`src/inc/pfc_pkg.sv`:
```
/*
  Package for the function check sequencer: timing counts, scaling constants,
  check limits, sequencer states and the carrier structs for sensor readings
  and check status flags.
  Assumes a 20 MHz core clock; readings are 10-bit codes from the sensing head.
*/
package pfc_pkg;

  localparam int CLK_HZ = 20000000;
  // Control value determination takes roughly 40 s to 60 s; the phase budget is 60 s.
  localparam int CTRL_PHASE_S = 60;
  localparam longint CTRL_PHASE_CYC_L = longint'(CTRL_PHASE_S) * longint'(CLK_HZ);
  localparam logic [31:0] CTRL_PHASE_CYC = CTRL_PHASE_CYC_L[31:0];
  // Each output step of the control values stands this long.
  localparam int OUT_STEP_S = 90;
  localparam longint OUT_STEP_CYC_L = longint'(OUT_STEP_S) * longint'(CLK_HZ);
  localparam logic [31:0] OUT_STEP_CYC = OUT_STEP_CYC_L[31:0];
  // Default check interval in seconds (8 h).
  localparam logic [31:0] INTERVAL_S_DEF = 32'h0000_7080;
  localparam logic [31:0] ONE_S_CYC = 32'(CLK_HZ);

  localparam logic [15:0] WEAR_WARN_CNT = 16'h2ee0;
  localparam logic [15:0] WEAR_ERR_CNT = 16'h3a98;

  // Readings are 10-bit codes with full scale 0x3ff.
  localparam int DW = 10;
  // 40 % contamination of full scale (0x3ff * 0.4).
  localparam logic [DW-1:0] CONTAM_LIMIT = 10'h199;
  localparam logic [DW-1:0] FULL_SCALE = 10'h3ff;
  // Span ratio 70 % expressed as per mille, and the +-2 % tolerance.
  localparam logic [9:0] SPAN_NOM_PM = 10'h2bc;
  localparam logic [9:0] SPAN_TOL_PM = 10'h014;
  localparam logic [DW-1:0] ZERO_MAX = 10'h010;

  // Output current codes: live zero and 20 mA on the 10-bit current DAC.
  localparam logic [DW-1:0] LIVE_ZERO_CODE = 10'h0cd;
  localparam logic [DW-1:0] MA20_CODE = 10'h3ff;

  typedef enum logic [2:0] {
    PFC_IDLE = 3'b000,
    PFC_SWING = 3'b001,
    PFC_OUT_CONT = 3'b010,
    PFC_OUT_SPAN = 3'b011,
    PFC_OUT_ZERO = 3'b100
  } pfc_state_type;

  typedef struct packed {
    logic [DW-1:0] contam;
    logic [DW-1:0] span_meas;
    logic [DW-1:0] span_mon;
    logic [DW-1:0] zero;
    logic done;
  } pfc_ctrl_vals_type;

  typedef struct packed {
    logic malfunction;
    logic span_err;
    logic zero_err;
    logic wear_warn;
    logic wear_err;
  } pfc_status_type;

endpackage

```
`src/rtl/pfc_seq.sv`:
```
/*
  Function check sequencer: interval timer, manual trigger, receiver swivel,
  control value checks, analog output selection, wear counting.
  Assumes live readings arrive synchronously to core_clk from the sensing head
  logic; the manual trigger and maintenance switch are pins and are synchronised.
*/
// Function
// - Automatic checks start at a configurable interval, timed from power-on.
// - Manual checks are accepted; deviations in any check raise errors.
// - Receiver swivels to control position and back; measures contamination, zero, span.
// - Control determination phase is budgeted for up to sixty seconds.
// - Contamination output scales from live zero to 20 mA at 40 percent.
// - Span then zero control values are output between live zero and 20 mA.
// - Analog output holds the last process value during determination.
// - Control values go out only if enabled, else live value (error current on malfunction) resumes.
// - Display indication stands for the whole check.
// - Maintenance mode blocks automatic check starts.
// - A new interval takes effect only after the pending start.
// - Completed checks are counted; warning at 12000, error at 15000.
// - Contamination correction factor derived from transmission and reference.
// - Span measuring versus monitor deviation beyond two percent is an error.
// - Span error stays until the next successful check completes.
// - Sender off for zero check; out-of-range zero is an error.
`timescale 1ns/1ns
module pfc_seq (
  input wire logic core_clk,
  input wire logic resetn,
  input wire logic clk_en,
  input wire logic manual_req_pin,
  input wire logic maint_pin,
  input wire logic [31:0] interval_s,
  input wire logic ctrl_out_en,
  input wire logic [9:0] error_current,
  input wire logic [9:0] process_val,
  input wire logic [9:0] transmission,
  input wire logic [9:0] trans_ref,
  input wire pfc_pkg::pfc_ctrl_vals_type ctrl_vals,
  output logic swivel_ctrl_pos,
  output logic sender_off,
  output logic sender_70pct,
  output logic check_display,
  output logic [9:0] analog_out,
  output logic [9:0] corr_factor,
  output pfc_pkg::pfc_status_type status,
  output logic [15:0] cycle_count
);

  ////////////////////////////////////////////////////////////////////////////
  // Pin synchronisers.
  logic man_s1_r, man_s2_r, man_s3_r, mnt_s1_r, mnt_s2_r;
  always_ff @(posedge core_clk or negedge resetn) begin
    if (!resetn) begin
      man_s1_r <= 1'b0;
      man_s2_r <= 1'b0;
      man_s3_r <= 1'b0;
      mnt_s1_r <= 1'b0;
      mnt_s2_r <= 1'b0;
    end else if (clk_en) begin
      man_s1_r <= manual_req_pin;
      man_s2_r <= man_s1_r;
      man_s3_r <= man_s2_r;
      mnt_s1_r <= maint_pin;
      mnt_s2_r <= mnt_s1_r;
    end
  end
  logic manual_rise;
  assign manual_rise = man_s2_r & ~man_s3_r;

  ////////////////////////////////////////////////////////////////////////////
  // Interval timer, running from reset release (power-on).
  pfc_pkg::pfc_state_type state_r;
  logic [31:0] sub_r, sec_r, ival_r;
  logic auto_due, start;
  assign auto_due = (sec_r >= ival_r) && (ival_r != 32'h0);
  // Maintenance suppresses only automatic starts; the due start waits.
  assign start = (state_r == pfc_pkg::PFC_IDLE) &&
                 (manual_rise || (auto_due && !mnt_s2_r));

  always_ff @(posedge core_clk or negedge resetn) begin
    if (!resetn) begin
      sub_r <= 32'h0;
      sec_r <= 32'h0;
      ival_r <= pfc_pkg::INTERVAL_S_DEF;
    end else if (clk_en) begin
      if (auto_due && start) begin
        sub_r <= 32'h0;
        sec_r <= 32'h0;
        ival_r <= interval_s;
      end else if (!auto_due) begin
        if (sub_r == pfc_pkg::ONE_S_CYC - 32'h1) begin
          sub_r <= 32'h0;
          sec_r <= sec_r + 32'h1;
        end else begin
          sub_r <= sub_r + 32'h1;
        end
      end
    end
  end

  ////////////////////////////////////////////////////////////////////////////
  // Sequencer.
  logic [31:0] tmr_r;
  logic [9:0] held_r;
  logic [9:0] c_contam_r, c_span_r, c_zero_r;
  always_ff @(posedge core_clk or negedge resetn) begin
    if (!resetn) begin
      state_r <= pfc_pkg::PFC_IDLE;
      tmr_r <= 32'h0;
      held_r <= 10'h0;
      c_contam_r <= 10'h0;
      c_span_r <= 10'h0;
      c_zero_r <= 10'h0;
    end else if (clk_en) begin
      case (state_r)
        pfc_pkg::PFC_IDLE: begin
          tmr_r <= 32'h0;
          held_r <= process_val;
          if (start) begin
            state_r <= pfc_pkg::PFC_SWING;
          end
        end
        pfc_pkg::PFC_SWING: begin
          tmr_r <= tmr_r + 32'h1;
          if (ctrl_vals.done || tmr_r >= pfc_pkg::CTRL_PHASE_CYC - 32'h1) begin
            c_contam_r <= ctrl_vals.contam;
            c_span_r <= ctrl_vals.span_meas;
            c_zero_r <= ctrl_vals.zero;
            tmr_r <= 32'h0;
            state_r <= ctrl_out_en ? pfc_pkg::PFC_OUT_CONT : pfc_pkg::PFC_IDLE;
          end
        end
        pfc_pkg::PFC_OUT_CONT, pfc_pkg::PFC_OUT_SPAN, pfc_pkg::PFC_OUT_ZERO: begin
          if (tmr_r >= pfc_pkg::OUT_STEP_CYC - 32'h1) begin
            tmr_r <= 32'h0;
            case (state_r)
              pfc_pkg::PFC_OUT_CONT: state_r <= pfc_pkg::PFC_OUT_SPAN;
              pfc_pkg::PFC_OUT_SPAN: state_r <= pfc_pkg::PFC_OUT_ZERO;
              default: state_r <= pfc_pkg::PFC_IDLE;
            endcase
          end else begin
            tmr_r <= tmr_r + 32'h1;
          end
        end
        default: state_r <= pfc_pkg::PFC_IDLE;
      endcase
    end
  end

  logic det_end;
  assign det_end = (state_r == pfc_pkg::PFC_SWING) &&
                   (ctrl_vals.done || tmr_r >= pfc_pkg::CTRL_PHASE_CYC - 32'h1);

  ////////////////////////////////////////////////////////////////////////////
  // Evaluation of control values at the end of determination.
  logic [19:0] span_prod, mon_lo, mon_hi;
  logic span_bad, zero_bad, contam_bad;
  assign span_prod = 20'(ctrl_vals.span_meas) * 20'd1000;
  assign mon_lo = 20'(ctrl_vals.span_mon) * 20'(pfc_pkg::SPAN_NOM_PM - pfc_pkg::SPAN_TOL_PM);
  assign mon_hi = 20'(ctrl_vals.span_mon) * 20'(pfc_pkg::SPAN_NOM_PM + pfc_pkg::SPAN_TOL_PM);
  assign span_bad = (span_prod < mon_lo) || (span_prod > mon_hi);
  assign zero_bad = ctrl_vals.zero > pfc_pkg::ZERO_MAX;
  assign contam_bad = ctrl_vals.contam >= pfc_pkg::CONTAM_LIMIT;

  // The count saturates, so the wear flags compare the saturated value; a bare
  // increment would wrap to zero at the top and drop both flags.
  logic [15:0] count_nxt;
  assign count_nxt = (cycle_count != 16'hffff) ? cycle_count + 16'h1 : cycle_count;

  always_ff @(posedge core_clk or negedge resetn) begin
    if (!resetn) begin
      status <= '0;
      cycle_count <= 16'h0;
    end else if (clk_en && det_end) begin
      // Span, zero and contamination errors are re-evaluated each check, so a clean check clears them.
      status.span_err <= span_bad;
      status.zero_err <= zero_bad;
      status.malfunction <= contam_bad;
      cycle_count <= count_nxt;
      status.wear_warn <= count_nxt >= pfc_pkg::WEAR_WARN_CNT;
      status.wear_err <= count_nxt >= pfc_pkg::WEAR_ERR_CNT;
    end
  end

  ////////////////////////////////////////////////////////////////////////////
  // Contamination correction: factor = ref * 512 / transmission.
  // A factor beyond the 10-bit range is clipped rather than wrapped.
  logic [18:0] corr_q;
  assign corr_q = {trans_ref, 9'h0} / {9'h0, transmission};
  always_ff @(posedge core_clk or negedge resetn) begin
    if (!resetn) begin
      corr_factor <= 10'h200;
    end else if (clk_en && det_end && transmission != 10'h0) begin
      corr_factor <= (corr_q > 19'h003ff) ? 10'h3ff : corr_q[9:0];
    end
  end

  ////////////////////////////////////////////////////////////////////////////
  // Scaling onto live zero .. 20 mA.
  function automatic logic [9:0] scale(input logic [9:0] v, input logic [9:0] fs);
    logic [19:0] num;
    num = 20'(v) * 20'(pfc_pkg::MA20_CODE - pfc_pkg::LIVE_ZERO_CODE);
    if (v >= fs) begin
      scale = pfc_pkg::MA20_CODE;
    end else begin
      scale = pfc_pkg::LIVE_ZERO_CODE + 10'(num / 20'(fs));
    end
  endfunction

  always_ff @(posedge core_clk or negedge resetn) begin
    if (!resetn) begin
      analog_out <= pfc_pkg::LIVE_ZERO_CODE;
      swivel_ctrl_pos <= 1'b0;
      sender_off <= 1'b0;
      sender_70pct <= 1'b0;
      check_display <= 1'b0;
    end else if (clk_en) begin
      swivel_ctrl_pos <= state_r == pfc_pkg::PFC_SWING;
      sender_70pct <= (state_r == pfc_pkg::PFC_SWING) && tmr_r[24];
      sender_off <= (state_r == pfc_pkg::PFC_SWING) && tmr_r[25];
      check_display <= state_r != pfc_pkg::PFC_IDLE;
      case (state_r)
        pfc_pkg::PFC_SWING: analog_out <= held_r;
        pfc_pkg::PFC_OUT_CONT: analog_out <= scale(c_contam_r, pfc_pkg::CONTAM_LIMIT);
        pfc_pkg::PFC_OUT_SPAN: analog_out <= scale(c_span_r, pfc_pkg::FULL_SCALE);
        pfc_pkg::PFC_OUT_ZERO: analog_out <= scale(c_zero_r, pfc_pkg::FULL_SCALE);
        default: analog_out <= status.malfunction ? error_current : process_val;
      endcase
    end
  end

  ////////////////////////////////////////////////////////////////////////////
  // Assertions.
  maint_block_a: assert property (@(posedge core_clk) disable iff (!resetn)
    (clk_en && mnt_s2_r && !manual_rise && state_r == pfc_pkg::PFC_IDLE)
    |=> state_r == pfc_pkg::PFC_IDLE) else $error("auto check during maintenance");
  hold_out_a: assert property (@(posedge core_clk) disable iff (!resetn)
    (clk_en && state_r == pfc_pkg::PFC_SWING) |=> analog_out == $past(held_r))
    else $error("output not held");
  display_on_a: assert property (@(posedge core_clk) disable iff (!resetn)
    (clk_en && state_r != pfc_pkg::PFC_IDLE) |=> check_display)
    else $error("display missing in check");
  no_ctrl_out_a: assert property (@(posedge core_clk) disable iff (!resetn)
    (clk_en && det_end && !ctrl_out_en) |=> state_r == pfc_pkg::PFC_IDLE)
    else $error("control values output while disabled");
  phase_bound_a: assert property (@(posedge core_clk) disable iff (!resetn)
    tmr_r <= pfc_pkg::OUT_STEP_CYC) else $error("phase timer overrun");
  count_step_a: assert property (@(posedge core_clk) disable iff (!resetn)
    (clk_en && det_end && cycle_count < 16'hffff) |=> cycle_count == $past(cycle_count) + 16'h1)
    else $error("cycle not counted");
  span_err_a: assert property (@(posedge core_clk) disable iff (!resetn)
    (clk_en && det_end) |=> status.span_err == $past(span_bad))
    else $error("span error wrong");
  malf_out_a: assert property (@(posedge core_clk) disable iff (!resetn)
    (clk_en && state_r == pfc_pkg::PFC_IDLE && status.malfunction)
    |=> analog_out == $past(error_current))
    else $error("error current missing");
  swivel_a: assert property (@(posedge core_clk) disable iff (!resetn)
    (clk_en && start) |=> ##1 (swivel_ctrl_pos || !clk_en))
    else $error("receiver not swivelled");
  sender_gate_a: assert property (@(posedge core_clk) disable iff (!resetn)
    (sender_off || sender_70pct) |-> swivel_ctrl_pos)
    else $error("sender changed outside control position");

endmodule

```
`config.mk`:
```
export PLATFORM = sky130hd
export DESIGN_NAME = pfc_seq
export DESIGN_NICKNAME = d
export VERILOG_FILES = /design/src/inc/pfc_pkg.sv /design/src/rtl/pfc_seq.sv
export SDC_FILE = /design/constraint.sdc
export NUM_CORES = 2
export LEC_CHECK = 0
export BUFFER_PORTS_ARGS = -buffer_cell sky130_fd_sc_hd__buf_4
export CAP_MARGIN = 20
export CORE_MARGIN = 2
export CORE_UTILIZATION = 54
export DETAILED_ROUTE_END_ITERATION = 12
export PLACE_DENSITY = 0.78
export SETUP_SLACK_MARGIN = 0.5
export SYNTH_ARGS = -nofsm -noshare
export SYNTH_HDL_FRONTEND = slang
export SYNTH_SLANG_ARGS = --single-unit
```
`constraint.sdc`:
```
create_clock -name core_clk -period 38.9 [get_ports core_clk]
set_input_delay 9.725 -clock core_clk [delete_from_list [all_inputs] [get_ports core_clk]]
set_output_delay 9.725 -clock core_clk [all_outputs]
set_load 0.02 [all_outputs]
```
==> impl_metrics.py <==
metrics = {
    "outcome": {
        "status": "complete, but fails checks",
        "failed_checks": "setup timing",
    },
    "setup_path": {
        "required_ps": 39380,
        "cpMaxStageDelayCell": "or4_4",
        "cp-end-kind": "flop",
        "regToRegEndpoint": "analog_out[8]",
        "cpMostUsedCell": "o21a_1",
        "worstReg2RegStart": "c_contam_r[1]",
        "startpoint_type": "primary input",
        "cp.arrival_ps": 46740,
        "r2r_setup_slack_ps": 18800,
        "reg2reg_depth": 59,
        "slowest_delay_ps": 540,
        "critPathKind": "in -> reg",
        "cp_max_fo": 6,
    },
    "hold_path": {
        "hold_class": "reg -> reg",
        "hold_depth": 1,
        "min_to": "sub_r[3]",
        "hold_start": "sub_r[3]",
    },
    "global_route": {
        "met1_usage_pct": 38.4,
        "gr-total-overflow": 0,
        "gr-usage-met3_pct": 3.85,
        "grt_use_total_pct": 29.5,
        "antenna_found_initial": 0,
        "grt_max_degree": 123,
        "grt_pass1_vias": 39100,
        "grt_pass1_wl_mm": 190,
        "grt.busiest_layer": "met2",
        "grtUsageMet2_pct": 50.9,
    },
    "yosys": {
        "synthArstFlopShare_pct": 100,
        "avgSynthCellArea_sq_um": 7.69,
        "ys_seq_area_share_pct": 13.9,
        "netlist_top_cells_area": "ha_1 15%, dfrtp_1 13%, fa_1 5.4%, o21ai_0 5.2%, xnor2_1 4.4%",
        "synth_xor_area_share_pct": 6.52,
        "synthCells": 5180,
        "synth_top_area_cell": "ha_1",
        "yosys_warnings": 0,
        "ys_ff_latch": 221,
        "synthMuxAreaShare_pct": 4.38,
        "syn_area_sq_um": 39900,
        "synth_top_family_by_area": "compound AO/OA/AOI/OAI gates",
        "synth_edf_count": 0,
        "synthSimpleGateAreaFrac_pct": 22.7,
        "yosysUniqueCellTypes": 130,
        "yosysTopAreaCellShare_pct": 15.0,
        "synth_nets": 5884,
        "synth_flop_cell": "dfrtp_1",
        "synth-compound-area-share_pct": 26.1,
        "yosys.area_share.adder_pct": 20.7,
    },
    "sta": {
        "fmax_mhz": 21.6,
        "fin_crit_ps": 46270,
        "period_share_pct": 119,
        "relSlewSlack_pct": 24.4,
        "setup_ws_ps": -7370,
        "tightest_slew_ps": 1130,
        "clock_skew_ps": 23.2,
        "rsz0062_at_grt": "true",
        "slew_viol_final": 0,
        "hold_viol_final": 0,
        "holdWs_ps": 499,
        "setup_violations": 4,
    },
    "run": {
        "maxCapViolCount": 0,
    },
    "detailed_routing": {
        "dr.pass1.iters": 7,
        "drc_errors": 0,
        "initialDrtViolationCount": 3487,
        "wl_per_cell_um": 17.6,
        "vias": 41500,
        "wirelength_mm": 117,
        "ant_nets": 0,
        "routed_via_density": 6.22,
    },
    "placed_design": {
        "gp_congestion": 0.988,
        "placedCellCount": 6507,
        "place_hpwl_mm": 91.1,
        "placement.io_buffers": 163,
        "dpl_cell_area_sq_um": 44600,
    },
    "clock_network": {
        "clk_path_buf_depth": 3,
        "htree_levels": 1,
        "cts.clk_slew.worst_paths_ps": 60,
        "clock_sinks": 221,
        "cts_tree": "yes",
        "root_buffer": "clkbuf_16",
        "clk_latency_ps": 610,
        "numCtsBuffers": 29,
    },
    "final_layout": {
        "final_nets": 6396,
        "final_cells": 6674,
        "fillers": 6136,
        "multi_input_comb_area_sq_um": 32700,
        "final_area_sq_um": 47000,
        "final_util_pct": 64.4,
        "area_delta_synth_final_pct": 17.9,
        "drive_above_1_share_pct": 18.4,
        "layout.area.seq_sq_um": 5540,
    },
    "floorplanning": {
        "io_pins": 164,
        "core-area_sq_um": 73000,
        "die_area_sq_um": 76000,
        "initial_core_util_pct": 54.6,
        "dieWidth_um": 276,
        "std_cell_rows": 99,
        "die_h_um": 276,
    },
}
## area by class of cell
cell class	instances	area share (%)
Antenna cell	1	0.00532
Clock buffer	41	1.81
Clock inverter	12	0.245
Inverter	400	3.23
Multi-Input combinational cell	4385	69.6
Sequential cell	221	11.8
Tap cell	959	2.55
Timing Repair Buffer	655	10.8
## per-stage QoR
stage / setup TNS (ps) / worst slack [ps]
2_1_floorplan: -22420 / -9210
3_3_place_gp: -14020 / -6850
3_5_place_dp: -18270 / -7990
4_1_cts: -11210 / -5850
5_1_grt: -22320 / -9190
6_report: -16060 / -7370
## kinds of logic after synthesis
family          Yosys count
buf+inv                 574
xor+xnor                295
flops                   221
mux                     160
simple gates           1792
fa+ha+maj               596
compound gates         1542
## critical path, delay by kind of cell
kind | cells | cell delay (ps)
buffers and inverters | 7 | 790
AOI/OAI and AO/OA | 134 | 21480
and+or+nand+nor | 62 | 8700
muxes | 3 | 990
adders and majority gates | 18 | 4980
## state kept, by name, summed over array words and instances (netlist names), 3 cells and up
name / flops
ival_r: 32
sec_r: 32
sub_r: 32
tmr_r: 32
cycle_count: 16
analog_out: 10
c_contam_r: 10
c_span_r: 10
c_zero_r: 10
corr_factor: 10
held_r: 10
status: 5
state_r: 3
## worst max-delay path by stage
stage / slack [ps] / from / end / depth (start not counted)
6_report: -7370 / transmission[9] / corr_factor[0] / 224
5_1_grt: -9190 / transmission[9] / corr_factor[0] / 224
4_1_cts: -5850 / transmission[9] / corr_factor[0] / 224
3_5_place_dp: -7990 / transmission[9] / corr_factor[0] / 224
3_3_place_gp: -6850 / transmission[9] / corr_factor[0] / 222
2_1_floorplan: -9210 / transmission[9] / corr_factor[0] / 240
## routing by layer
metal  vias to the layer above  wire [um]
met5                         -          0
met3                       240       7580
met4                         0       3240
met1                     19800      50500
li1                      20100          -
met2                      1353      56100
## placed cells by master (no fill, tap or decap), types with 46 or more instances in the layout
cell type	netlist	routed
buf_4	5	631
ha_1	477	466
nand2_1	420	409
inv_1	393	390
o21ai_0	416	386
nor2_1	382	374
a21oi_1	274	259
dfrtp_1	211	211
xnor2_1	200	200
nor3_1	193	193
nand3_1	138	137
o21a_1	118	118
fa_1	108	108
and3_1	102	101
nand2b_1	100	99
mux2_2	99	97
xor2_1	93	93
a21o_1	89	89
o31ai_1	86	79
nand4_1	75	75
nor4_1	63	62
or3_1	61	61
a31oi_1	56	56
mux2i_1	57	55
nor2b_1	49	46
and2_1	59	46
## cells in the mapped netlist, types with 93 or more instances
master      n
ha_1      477
nand2_1   420
o21ai_0   416
inv_1     393
nor2_1    382
a21oi_1   274
dfrtp_1   211
xnor2_1   200
nor3_1    193
nand3_1   138
clkbuf_1  125
o21a_1    118
fa_1      108
and3_1    102
nand2b_1  100
mux2_2     99
xor2_1     93
## timing repair
action,CTS,global route
pin swaps,73,92
hold buffers,0,0
resized for setup,54,64
endpoints found under the setup margin,4,4
setup buffers,71,41
Power is left out: the tool's default activity adds up to more than one toggle a clock period on the data nets, which glitch-free logic cannot reach.
